$ cat src/rtl/wlm_pkg.sv
// Package with register map, field positions and mode codes of the length measurement block
package wlm_pkg;
  localparam int WLM_AW = 8;
  localparam logic [7:0] WLM_CTRL_OFS = 8'h00;
  localparam logic [7:0] WLM_FILT_OFS = 8'h04;
  localparam logic [7:0] WLM_RISE_OFS = 8'h08;
  localparam logic [7:0] WLM_FALL_OFS = 8'h0C;
  localparam logic [7:0] WLM_STAT_OFS = 8'h10;
  localparam logic [7:0] WLM_MASK_OFS = 8'h14;
  localparam logic [7:0] WLM_CNT_OFS = 8'h18;
  localparam int WLM_CTRL_MEAS_EN = 0;
  localparam int WLM_CTRL_CMP_EN = 1;
  localparam int WLM_CTRL_MODE_LO = 4;
  localparam int WLM_MODE_W = 3;
  localparam int WLM_STAT_DONE = 0;
  localparam int WLM_STAT_CONFLICT = 1;
  localparam int WLM_STAT_W = 2;
  localparam logic [2:0] WLM_MODE_MAX = 3'h5;
  localparam logic [31:0] WLM_FILT_RST = 32'h0000_0000;
  localparam logic [31:0] WLM_CTRL_RST = 32'h0000_0000;
  typedef enum logic [3:0] {
    WLM_IDLE = 4'b0001,
    WLM_WAIT_EDGE = 4'b0010,
    WLM_FILTER = 4'b0100,
    WLM_DONE = 4'b1000
  } wlm_state_e;
endpackage

$ cat src/rtl/wlm_top.sv
// Workpiece length measurement unit with APB register slave
// Operation
// - Modes 0-3 start on high, capture rising
// - Modes 0,1: already high at enable captures initial value
// - Modes 0,1 end on low, capture falling
// - Modes 4,5 start on low, capture falling
// - Done bit set after final capture
// - Modes 2,3 finish after rising capture
// - Even modes count up, odd count down
// - Filter starts at edge, stores edge value
// - Early level change discards buffered value
// - Next proper edge rebuffers and restarts filter
// - Clean filter copies rising value
// - Falling edge buffered, copied on expiry
// - Filter is 32-bit increment count
// - Six modes chosen by mode field
`timescale 1ns/100ps
module wlm_top import wlm_pkg::*; #(
  parameter int CW = 32
) (
  input wire logic sys_clk,
  input wire logic rst_n,
  input wire logic psel,
  input wire logic penable,
  input wire logic pwrite,
  input wire logic [WLM_AW-1:0] paddr,
  input wire logic [31:0] pwdata,
  output logic [31:0] prdata,
  output logic pready,
  output logic pslverr,
  input wire logic latch_in,
  input wire logic enc_inc,
  output logic irq
);
  if (CW != 32) begin
    $error("wlm_top: filter and counter are 32 bits");
  end
  logic [31:0] ctrl_reg;
  logic [31:0] filt_reg;
  logic [CW-1:0] rise_reg;
  logic [CW-1:0] fall_reg;
  logic [WLM_STAT_W-1:0] stat_reg;
  logic [WLM_STAT_W-1:0] mask_reg;
  wlm_state_e state_reg;
  logic phase_reg;
  logic latch_d_reg;
  logic [CW-1:0] pos;
  logic fbusy;
  logic fexp;
  logic [CW-1:0] fheld;
  logic wr;
  logic rd;
  logic map_hit;
  logic meas_en;
  logic [WLM_MODE_W-1:0] mode;
  logic mode_ok;
  logic low_first;
  logic both;
  logic want_lvl;
  logic f_start;
  logic f_abort;
  logic rise_wr;
  logic fall_wr;
  logic done_set;
  logic conf_set;
  logic [WLM_STAT_W-1:0] ev;

  assign wr = psel && penable && pwrite;
  assign rd = psel && !penable && !pwrite;
  assign map_hit = paddr == WLM_CTRL_OFS || paddr == WLM_FILT_OFS || paddr == WLM_RISE_OFS ||
    paddr == WLM_FALL_OFS || paddr == WLM_STAT_OFS || paddr == WLM_MASK_OFS || paddr == WLM_CNT_OFS;
  assign meas_en = ctrl_reg[WLM_CTRL_MEAS_EN] && !ctrl_reg[WLM_CTRL_CMP_EN];
  assign mode = ctrl_reg[WLM_CTRL_MODE_LO +: WLM_MODE_W];
  assign mode_ok = mode <= WLM_MODE_MAX;
  assign low_first = mode[2];
  assign both = mode[2:1] == 2'b00;
  // Level awaited in the current phase
  assign want_lvl = low_first ? 1'b0 : (phase_reg ? 1'b0 : 1'b1);

  wlm_counter #(.CW(CW)) u_cnt (
    .sys_clk(sys_clk),
    .rst_n(rst_n),
    .inc(enc_inc),
    .down(mode[0]),
    .pos(pos)
  );

  // Edge of the awaited polarity while waiting and the filter is idle
  always_comb begin
    f_start = 1'b0;
    if (state_reg == WLM_WAIT_EDGE && meas_en && !fbusy) begin
      if (latch_in == want_lvl && latch_d_reg != want_lvl) begin
        f_start = 1'b1;
      end
    end
  end
  // Any level change while filtering throws the buffer away
  assign f_abort = !meas_en || (fbusy && latch_in != latch_d_reg);

  wlm_filter #(.CW(CW)) u_filt (
    .sys_clk(sys_clk),
    .rst_n(rst_n),
    .start(f_start),
    .abort(f_abort),
    .inc(enc_inc),
    .limit(filt_reg),
    .pos(pos),
    .busy(fbusy),
    .expired(fexp),
    .held(fheld)
  );

  assign rise_wr = state_reg == WLM_WAIT_EDGE && fexp && !low_first && !phase_reg;
  assign fall_wr = state_reg == WLM_WAIT_EDGE && fexp && (low_first || phase_reg);
  assign done_set = rise_wr && !both || fall_wr;
  assign conf_set = ctrl_reg[WLM_CTRL_MEAS_EN] && ctrl_reg[WLM_CTRL_CMP_EN];
  assign ev = {conf_set, done_set};

  always_ff @(posedge sys_clk or negedge rst_n) begin
    if (!rst_n) begin
      latch_d_reg <= 1'b0;
    end else begin
      latch_d_reg <= latch_in;
    end
  end

  // Measurement sequencer
  always_ff @(posedge sys_clk or negedge rst_n) begin
    if (!rst_n) begin
      state_reg <= WLM_IDLE;
      phase_reg <= 1'b0;
    end else begin
      unique case (state_reg)
        WLM_IDLE: begin
          phase_reg <= 1'b0;
          if (meas_en && mode_ok) begin
            state_reg <= WLM_WAIT_EDGE;
            if (!both || !latch_in) begin
              phase_reg <= 1'b0;
            end else begin
              phase_reg <= 1'b1;
            end
          end
        end
        WLM_WAIT_EDGE: begin
          // A final capture already written still ends the run
          if (done_set) begin
            state_reg <= WLM_DONE;
          end else if (!meas_en || !mode_ok) begin
            state_reg <= WLM_IDLE;
          end else if (rise_wr) begin
            phase_reg <= 1'b1;
          end
        end
        WLM_DONE: begin
          if (!meas_en) begin
            state_reg <= WLM_IDLE;
          end
        end
        default: begin
          state_reg <= WLM_IDLE;
        end
      endcase
    end
  end

  // Capture registers change only on qualified expiry, rise_reg also on the initial capture from IDLE
  always_ff @(posedge sys_clk or negedge rst_n) begin
    if (!rst_n) begin
      rise_reg <= '0;
      fall_reg <= '0;
    end else begin
      if (state_reg == WLM_IDLE && meas_en && mode_ok && both && latch_in) begin
        rise_reg <= pos;
      end else if (rise_wr) begin
        rise_reg <= fheld;
      end
      if (fall_wr) begin
        fall_reg <= fheld;
      end
    end
  end

  // Control and filter registers
  always_ff @(posedge sys_clk or negedge rst_n) begin
    if (!rst_n) begin
      ctrl_reg <= WLM_CTRL_RST;
      filt_reg <= WLM_FILT_RST;
      mask_reg <= '0;
    end else if (wr) begin
      if (paddr == WLM_CTRL_OFS) ctrl_reg <= pwdata;
      if (paddr == WLM_FILT_OFS) filt_reg <= pwdata;
      if (paddr == WLM_MASK_OFS) mask_reg <= pwdata[WLM_STAT_W-1:0];
    end
  end

  // Sticky status; a new event beats a write-one clear
  always_ff @(posedge sys_clk or negedge rst_n) begin
    if (!rst_n) begin
      stat_reg <= '0;
    end else begin
      for (int i = 0; i < WLM_STAT_W; i++) begin
        if (ev[i]) begin
          stat_reg[i] <= 1'b1;
        end else if (i == WLM_STAT_DONE && !meas_en) begin
          stat_reg[i] <= 1'b0;
        end else if (wr && paddr == WLM_STAT_OFS && pwdata[i]) begin
          stat_reg[i] <= 1'b0;
        end
      end
    end
  end

  always_ff @(posedge sys_clk or negedge rst_n) begin
    if (!rst_n) begin
      irq <= 1'b0;
    end else begin
      irq <= |(stat_reg & mask_reg);
    end
  end

  // APB: one wait-free access phase, data prepared in setup
  always_ff @(posedge sys_clk or negedge rst_n) begin
    if (!rst_n) begin
      prdata <= '0;
      pready <= 1'b0;
      pslverr <= 1'b0;
    end else begin
      pready <= psel && !penable;
      pslverr <= psel && !penable && !map_hit;
      if (rd) begin
        unique case (paddr)
          WLM_CTRL_OFS: prdata <= ctrl_reg;
          WLM_FILT_OFS: prdata <= filt_reg;
          WLM_RISE_OFS: prdata <= rise_reg;
          WLM_FALL_OFS: prdata <= fall_reg;
          WLM_STAT_OFS: prdata <= {{(32-WLM_STAT_W){1'b0}}, stat_reg};
          WLM_MASK_OFS: prdata <= {{(32-WLM_STAT_W){1'b0}}, mask_reg};
          WLM_CNT_OFS: prdata <= pos;
          default: prdata <= '0;
        endcase
      end
    end
  end

  // Increments seen by the running filter; the expiry check needs its own count
  logic [CW-1:0] seen_reg;
  always_ff @(posedge sys_clk or negedge rst_n) begin
    if (!rst_n) begin
      seen_reg <= '0;
    end else if (f_start) begin
      seen_reg <= '0;
    end else if (fbusy && enc_inc) begin
      seen_reg <= seen_reg + 1'b1;
    end
  end

  // Each check ties one capture, status, state, filter, count or interrupt effect to its cause
  done_after_cap_a: assert property (@(posedge sys_clk) disable iff (!rst_n)
    (rise_wr && !both) || fall_wr |=> stat_reg[WLM_STAT_DONE]) else $error("done not set");
  mode23_end_a: assert property (@(posedge sys_clk) disable iff (!rst_n)
    rise_wr && mode[2:1] == 2'b01 |=> state_reg == WLM_DONE) else $error("mode 2/3 not ended");
  rise_value_a: assert property (@(posedge sys_clk) disable iff (!rst_n)
    rise_wr |=> rise_reg == $past(fheld)) else $error("rising capture wrong");
  fall_value_a: assert property (@(posedge sys_clk) disable iff (!rst_n)
    fall_wr |=> fall_reg == $past(fheld)) else $error("falling capture wrong");
  buffer_edge_a: assert property (@(posedge sys_clk) disable iff (!rst_n)
    f_start |=> fheld == $past(pos)) else $error("edge value not buffered");
  discard_edge_a: assert property (@(posedge sys_clk) disable iff (!rst_n)
    f_abort && fbusy |=> !fexp ##1 !fexp) else $error("aborted filter expired");
  hold_caps_a: assert property (@(posedge sys_clk) disable iff (!rst_n)
    !rise_wr && !fall_wr && state_reg != WLM_IDLE |=> $stable(fall_reg)) else $error("capture moved");
  hold_rise_a: assert property (@(posedge sys_clk) disable iff (!rst_n)
    !rise_wr && state_reg != WLM_IDLE |=> $stable(rise_reg)) else $error("rising capture moved");
  low_mode_a: assert property (@(posedge sys_clk) disable iff (!rst_n)
    low_first |-> !rise_wr) else $error("rising capture in low mode");
  count_dir_a: assert property (@(posedge sys_clk) disable iff (!rst_n)
    enc_inc && mode[0] && $stable(mode) |=> pos == $past(pos) - 1) else $error("direction wrong");
  count_up_a: assert property (@(posedge sys_clk) disable iff (!rst_n)
    enc_inc && !mode[0] |=> pos == $past(pos) + 1) else $error("up count wrong");
  disable_clear_a: assert property (@(posedge sys_clk) disable iff (!rst_n)
    !meas_en && !ev[WLM_STAT_DONE] |=> !stat_reg[WLM_STAT_DONE]) else $error("done not cleared");
  abort_disable_a: assert property (@(posedge sys_clk) disable iff (!rst_n)
    !meas_en |=> !fbusy) else $error("filter kept running while disabled");
  start_high_a: assert property (@(posedge sys_clk) disable iff (!rst_n)
    state_reg == WLM_WAIT_EDGE && meas_en && !fbusy && !low_first && !phase_reg && latch_in && !latch_d_reg
    |=> fbusy) else $error("high edge did not start filter");
  end_low_a: assert property (@(posedge sys_clk) disable iff (!rst_n)
    state_reg == WLM_WAIT_EDGE && meas_en && !fbusy && phase_reg && !latch_in && latch_d_reg
    |=> fbusy) else $error("low edge did not start filter");
  init_cap_a: assert property (@(posedge sys_clk) disable iff (!rst_n)
    state_reg == WLM_IDLE && meas_en && mode_ok && both && latch_in |=> rise_reg == $past(pos))
    else $error("initial value not captured");
  filter_len_a: assert property (@(posedge sys_clk) disable iff (!rst_n)
    fexp |-> seen_reg >= $past(filt_reg)) else $error("filter expired early");
  bad_mode_a: assert property (@(posedge sys_clk) disable iff (!rst_n)
    !mode_ok && !done_set && state_reg != WLM_DONE |=> state_reg == WLM_IDLE) else $error("reserved mode ran");
  conflict_a: assert property (@(posedge sys_clk) disable iff (!rst_n)
    conf_set |=> stat_reg[WLM_STAT_CONFLICT]) else $error("conflict not flagged");
  irq_level_a: assert property (@(posedge sys_clk) disable iff (!rst_n)
    1'b1 |=> irq == $past(|(stat_reg & mask_reg))) else $error("interrupt level wrong");

  // Main scenarios to be seen at least once
  cov_done_c: cover property (@(posedge sys_clk) disable iff (!rst_n) state_reg == WLM_DONE);
  cov_rise_c: cover property (@(posedge sys_clk) disable iff (!rst_n) rise_wr);
  cov_fall_c: cover property (@(posedge sys_clk) disable iff (!rst_n) fall_wr);
  cov_abort_c: cover property (@(posedge sys_clk) disable iff (!rst_n) f_abort && fbusy && meas_en);
  cov_irq_c: cover property (@(posedge sys_clk) disable iff (!rst_n) irq);
endmodule

$ cat src/rtl/wlm_filter.sv
// Increment-counting edge filter with buffered counter value
`timescale 1ns/100ps
module wlm_filter import wlm_pkg::*; #(
  parameter int CW = 32
) (
  input wire logic sys_clk,
  input wire logic rst_n,
  input wire logic start,
  input wire logic abort,
  input wire logic inc,
  input wire logic [CW-1:0] limit,
  input wire logic [CW-1:0] pos,
  output logic busy,
  output logic expired,
  output logic [CW-1:0] held
);
  logic [CW-1:0] cnt_reg;
  if (CW < 1) begin
    $error("wlm_filter: width too small");
  end
  // Start buffers the position and restarts the count
  always_ff @(posedge sys_clk or negedge rst_n) begin
    if (!rst_n) begin
      busy <= 1'b0;
      cnt_reg <= '0;
      held <= '0;
      expired <= 1'b0;
    end else begin
      expired <= 1'b0;
      if (abort) begin
        busy <= 1'b0;
      end else if (start) begin
        busy <= 1'b1;
        cnt_reg <= '0;
        held <= pos;
      end else if (busy && cnt_reg >= limit) begin
        busy <= 1'b0;
        expired <= 1'b1;
      end else if (busy && inc) begin
        cnt_reg <= cnt_reg + 1'b1;
      end
    end
  end
endmodule

$ cat src/rtl/wlm_counter.sv
// Position counter, direction taken from the measurement mode
`timescale 1ns/100ps
module wlm_counter import wlm_pkg::*; #(
  parameter int CW = 32
) (
  input wire logic sys_clk,
  input wire logic rst_n,
  input wire logic inc,
  input wire logic down,
  output logic [CW-1:0] pos
);
  always_ff @(posedge sys_clk or negedge rst_n) begin
    if (!rst_n) begin
      pos <= '0;
    end else if (inc) begin
      pos <= down ? pos - 1'b1 : pos + 1'b1;
    end
  end
endmodule

$ cat config.mk
export PLATFORM = sky130hd
export DESIGN_NAME = wlm_top
export DESIGN_NICKNAME = d
export VERILOG_FILES = /design/src/rtl/wlm_pkg.sv /design/src/rtl/wlm_top.sv /design/src/rtl/wlm_filter.sv /design/src/rtl/wlm_counter.sv
export SDC_FILE = /design/constraint.sdc
export NUM_CORES = 1
export LEC_CHECK = 0
export ABC_CLOCK_PERIOD_IN_PS = 2940
export BUFFER_PORTS_ARGS = -buffer_cell sky130_fd_sc_hd__buf_4
export CORE_MARGIN = 4
export CORE_UTILIZATION = 56
export DETAILED_ROUTE_END_ITERATION = 8
export PLACE_DENSITY_LB_ADDON = 0.12
export SLEW_MARGIN = 20
export SYNTH_ARGS = -nofsm -noshare
export SYNTH_HDL_FRONTEND = slang
export SYNTH_HIERARCHICAL = 1
export SYNTH_SLANG_ARGS = --single-unit
$ cat constraint.sdc
create_clock -name sys_clk -period 2.94 [get_ports sys_clk]
set_input_delay 0.147 -clock sys_clk [delete_from_list [all_inputs] [get_ports sys_clk]]
set_output_delay 0.147 -clock sys_clk [all_outputs]
set_load 0.005 [all_outputs]
==> After elaboration in Yosys (flattened, before gate mapping) <==
Cells that the tools add are included.
{ "word_totals": {"regBits": 271, "input_bits": 47, "out_inout_bits": 35, "wordCells": 142} }
{ "classes": {"addsub": 3, "order_cmp": 2, "eq_ne": 20, "n_mux": 33, "n_bitwise": 2, "n_reduce_logical": 63} }
{ "op_table": {"columns": ["op", "n"], "rows": [
  ["$pmux 32 s7", 1],
  ["$mux 32", 6],
  ["$add 32x1->32 const B", 2],
  ["$ge 32x32->1", 1],
  ["$sub 32x1->32 const B", 1],
  ["$logic_and 1x1->1", 26],
  ["$eq 8x5->1 const B", 3],
  ["$mux 1", 20],
  ["$eq 8x4->1 const B", 2],
  ["$mux 4", 4],
  ["$ne 2x2->1 const B", 6],
  ["$pmux 4 s3", 1],
  ["$logic_not 1->1", 11],
  ["$logic_or 1x1->1", 11],
  ["$eq 8x3->1 const B", 1],
  ["$logic_not 8->1", 1],
  ["$reduce_and 2->1", 4],
  ["$reduce_bool 2->1", 4],
  ["$reduce_and 3->1", 2],
  ["$eq 4x1->1 const B", 1],
  ["$eq 4x2->1 const B", 1],
  ["$eq 4x4->1 const B", 1],
  ["$reduce_and 4->1", 1],
  ["$le 3x3->1 const B", 1],
  ["other kinds (10)", 11]
]} }

==> Depth between registers and ports, before layout <==
{ "depth": {"ltp_word": 9, "ltp_mapped": 11, "mapped_depth_nobuf": 10} }

==> Hierarchy <==
The synthesis kept the hierarchy.
{ "by_module_without_submodules": {"columns": ["module", "n_inst", "cells_each", "area_each_um2", "seq_area_each_um2"], "rows": [
  ["wlm_top", 1, 674, 7983.9, 4305.4],
  ["wlm_filter", 1, 454, 3972.6, 1651.6],
  ["wlm_counter", 1, 289, 2820.2, 800.8]
]} }

==> Worst setup path before layout <==
OpenSTA, ideal clock, no wires.
{ "synth_timing": {"path_kind": "reg-to-reg", "from": "register ctrl_reg[4]", "to": "register u_cnt.pos[28]", "setup_ns": 0.125, "arrival_ns": 2.906, "t_required_ns": 2.815, "slack_ns": -0.091, "path_stages_with_launch": 10, "n_path_buf": 0, "period_less_slack_ns": 3.031, "cell_sequence": "dfrtp_1 -> ha_1 -> a2111o_1 -> a21oi_2 -> o211ai_2 -> a21oi_2 -> o311ai_1 -> a311oi_2 -> xnor2_1 -> mux2_4"} }
{ "synth_between": {"elab_chain_cells": 1} }
{ "synth_lines": {"columns": ["item", "line", "source"], "rows": [
  ["from (decl)", "wlm_top.sv:38", "logic [31:0] ctrl_reg;"],
  ["from (signal assigned)", "wlm_top.sv:191", "if (paddr == WLM_CTRL_OFS) ctrl_reg <= pwdata;"],
  ["$mux 32", "wlm_counter.sv:16", "pos <= down ? pos - 1'b1 : pos + 1'b1;"],
  ["to (signal assigned)", "wlm_counter.sv:16", null],
  ["to (decl)", "wlm_counter.sv:10", "output logic [CW-1:0] pos"]
]} }
No other way between the ends.
A chain may end at the register's enable or synchronous reset.

==> Worst setup path in the final report <==
Same ends and word-level chain as after synthesis.

==> summary.md <==
| Metric | Value |
|---|---|
| Routed wire per std cell | 20.5 microns |
| Pint | 6.81 mW |
| Asr flop ratio synth | 100% |
| Top cell by count, worst path | a21oi_4 |
| Vias in the first global route | 11232 |
| Final Util | 67.5% |
| CP max FO | 8 |
| Static Leakage | 8.59 nW |
| Sequential share of power | 45.9% |
| Initial DRT Pass Iterations | 5 |
| Via count | 11572 |
| Reg2Reg Setup Slack | 0.02 ns |
| Cells after Synth | 1417 |
| Total CTS buffers | 29 |
| Post-Synthesis Cell Area | 0.0148 sq mm |
| FF-to-FF End | u_cnt/pos[28]$_DFFE_PN0P_ |
| F_max | 0.343 GHz |
| Crit path DAT | 3.34 ns |
| Critical path cell sequence | buf_12 -> fa_2 -> a21o_1 -> a21o_4 -> a21oi_4 -> o211ai_2 -> a21oi_4 -> o311ai_4 -> a311oi_2 -> xnor2_1 -> mux2_4 |
| Gpl congestion | 0.857 |
| CTS Sinks | 270 |
| Number of synthesized flops with an enable pin | 0 |
| Final Hold Viols | 0 |
| Antenna violations before repair | 0 |
| Syn. warnings | 6 |
| DR DRC count | 0 |
| Setup crit start kind | flip-flop |
| Relative slew slack | 41.8% |
| Grt ovf | 0 |
| Share of cells above drive strength 1 | 25.6% |
| N_diodes | 0 |
| Final Net Count | 1657 |
| Max-Cap Viols | 0 |
| ANT nets after route | 0 |
| Mean post-synth cell area | 10.4 sq um |
| Slowest cell on the critical path | dfrtp_4 |
| VDD IR max | 0.000450 V |
| Sw Pwr | 2.75 mW |
| Worst Hold Depth | 4 |
| Combinational power share | 17.9% |
| H-tree levels | 1 |
| Slowest stage delay, CP | 0.50 ns |
| Switching Fraction | 28.8% |
| Initial Utilization | 56.9% |
| Worst hold path class | in -> reg |
| Cell taking the most area after synthesis | dfrtp_1 |
| Placed Area | 0.0159 sq mm |
| Clk root buf | clkbuf_16 |
| Clock Tree Buf Depth | 3 |
| HP Start | enc_inc |
| Run status | finished clean |
| Syn_nets | 1528 |
| Reg2Reg Depth | 11 |
| Clock share of power | 36.2% |
| Ys flop type | dfrtp_1 |
| Initial DRC count | 1094 |
| First-pass GRT wire length | 61.9 mm |
| Worst-Margin Slew | 0.871 ns |
| Setup violations, final | 0 |
| Cell Rows | 59 |
| Final total power | 9.57 mW |
| IO Count | 82 |
| Hold Path End | u_filt/cnt_reg[0]$_DFFE_PN0P_ |
| Fin crit period | 2.92 ns |
| Largest delay share family, worst path | compound AO/OA/AOI/OAI gates |
| Die X | 170 microns |
| Smallest hold slack | 0.100 ns |
| Period utilization | 99.2% |
| RSZ-0062 raised after global routing | true |
| Area fraction of the dominant cell type after synthesis | 45.6% |
| Insertion delay to the later sink of the worst-skew pair | 0.54 ns |
| Reg2Reg Launch Point | ctrl_reg[4]$_DFFE_PN0P_ |
| Instance count on the critical path | 11 |
| Total GRT Usage | 26.3% |
| Port Buffers | 81 |
| Setup crit end kind | flip-flop |
| Worst Path Required | 3.36 ns |
| WL final | 39.0 mm |
| CP Class | reg -> reg |
| Buffers & Inverters on Critical Path | 1 |
| Clock slew at reported path FFs | 0.06 ns |
| Die height | 170 microns |
| Total Die Area | 0.0290 sq mm |
| Final Slew Violations | 0 |
| Synth unique cells | 95 |
| FF+latch count, synth | 270 |
| CORE AREA | 0.0260 sq mm |
| Largest cells by area after synthesis | dfrtp_1, mux2_2, nand2_1 |
| Pwr dens | 546 mW/mm^2 |
| Hpwl dp | 25.7 mm |
| Pin count of the biggest net entering global routing | 83 |
| Setup TNS | 0 ns |
| Seq/Total Area, Yosys | 45.7% |
| Syn-to-layout area delta | 18.6% |
| Skew final | 0.0101 ns |
| Final instance area | 0.0175 sq mm |
| Vias/cell | 6.09 |
| CTS tree | done |
[worst register-to-register path, cell delays in order, from the launching register on]
cell and delay, ns:
dfrtp_4 0.50, buf_12 0.16, fa_2 0.37, a21o_1 0.18
a21o_4 0.23, a21oi_4 0.16, o211ai_2 0.13, a21oi_4 0.26
o311ai_4 0.12, a311oi_2 0.31, xnor2_1 0.12, mux2_4 0.26
[worst max-delay path by stage]
stage / from / endpoint / slack (ns)
6_report: ctrl_reg[4]$_DFFE_PN0P_ / u_cnt/pos[28]$_DFFE_PN0P_ / 0.02
5_1_grt: ctrl_reg[4]$_DFFE_PN0P_ / u_cnt/pos[28]$_DFFE_PN0P_ / -0.04
4_1_cts: ctrl_reg[4]$_DFFE_PN0P_ / u_cnt/pos[31]$_DFFE_PN0P_ / -0.008
3_5_place_dp: filt_reg[0]$_DFFE_PN0P_ / u_filt/cnt_reg[2]$_DFFE_PN0P_ / -0.08
3_3_place_gp: filt_reg[0]$_DFFE_PN0P_ / u_filt/cnt_reg[2]$_DFFE_PN0P_ / -0.009
2_1_floorplan: ctrl_reg[4]$_DFFE_PN0P_ / u_cnt/pos[28]$_DFFE_PN0P_ / 0.15
[through the flow]
| step | setup WS, ns | cells |
|---|---|---|
| global route | -0.0433 | 1900 |
| CTS | -0.00759 | 1892 |
| floorplan | 0.150 | 1417 |
| global placement | -0.00887 | 1802 |
| detailed placement | -0.0832 | 1802 |
| finish | 0.0247 | 1900 |
[synthesized netlist by cell type, drive strengths merged (4+ instances only)]
| library cell | n |
|---|---|
| o2111ai | 6 |
| a211oi | 5 |
| nor2 | 74 |
| nor4 | 4 |
| inv | 38 |
| mux2 | 152 |
| o41ai | 5 |
| nor3 | 8 |
| a22oi | 29 |
| a21oi | 63 |
| buf | 37 |
| a31oi | 36 |
| nor2b | 6 |
| a21o | 17 |
| a31o | 7 |
| o211ai | 18 |
| xor2 | 12 |
| a22o | 32 |
| xnor2 | 17 |
| o21ai | 53 |
| or2 | 9 |
| or4 | 7 |
| o21a | 7 |
| ha | 63 |
| nand4b | 4 |
| dfrtp | 269 |
| clkbuf | 44 |
| nand4 | 21 |
| mux2i | 37 |
| nand2 | 234 |
| and3 | 12 |
| and4 | 5 |
| nand3 | 20 |
| o31ai | 6 |
| nand3b | 6 |
| nand2b | 8 |
[layer usage]
layer	vias to the layer above	GRT usage, %	wire length [microns]
li1	5374	-	-
met5	-	0	0
met1	5788	39.6	17900
met3	58	3.51	2360
met4	0	6.35	844
met2	352	40.9	17800
[what timing repair did]
action | in CTS | in global routing
hold endpoints to repair | 146 | 0
setup buffers | 1 | 8
resized for setup | 4 | 43
endpoints found under the setup margin | 9 | 21
hold buffers | 39 | 0
pin swaps | 2 | 19
[cell families (layout without fill, tap and decap cells)]
logic type | after synthesis | in the layout | share of synthesized area, %
AO/OA/AOI/OAI | 313 | 313 | 15.3
XOR/XNOR | 29 | 29 | 1.72
adder cells (fa/ha/maj) | 64 | 64 | 5.47
buffers and inverters | 120 | 268 | 3.69
flip-flops | 270 | 270 | 45.7
multiplexers | 192 | 192 | 14.6
AND/OR/NAND/NOR | 429 | 429 | 13.5
[placed cells by master, fill, tap and decap left out, types with 6 or more instances in the layout]
master and n:
a21oi_2 6, and3_1 11, buf_4 133, xor2_1 12, nor2_1 73, or2_2 8
dlygate4sd3_1 39, a22oi_1 29, ha_1 48, mux2_2 118, o211ai_1 13, a21oi_1 55
a21o_1 12, inv_1 38, nand3_1 18, ha_4 14, o21a_1 6, o21ai_1 11
a22o_1 32, dfrtp_1 267, o21ai_0 39, mux2_1 33, xnor2_1 17, clkbuf_16 29
nand2_1 234, a31oi_1 36, clkbuf_8 7, clkinv_2 7, nand4_1 21, mux2i_1 37
nand2b_1 6
[area by class of cell]
class | instances | area [sq um]
Clock buffer | 40 | 837
Clock inverter | 10 | 58.8
Fill cell | 2023 | 8460
Inverter | 38 | 143
Multi-Input combinational cell | 1027 | 7780
Sequential cell | 270 | 6760
Tap cell | 335 | 419
Timing Repair Buffer | 180 | 1530
[power by group through the flow]
stage               registers, mW  clock network, mW  logic [mW]
finish                       4.39               3.47        1.71
global route                 4.43               3.68        1.89
CTS                          4.35               3.52        1.57
detailed placement           4.41                  0        1.51
global placement             4.40                  0        1.47
floorplan                    4.28                  0        1.10
Note: power is estimated with default switching activity, not from simulation.
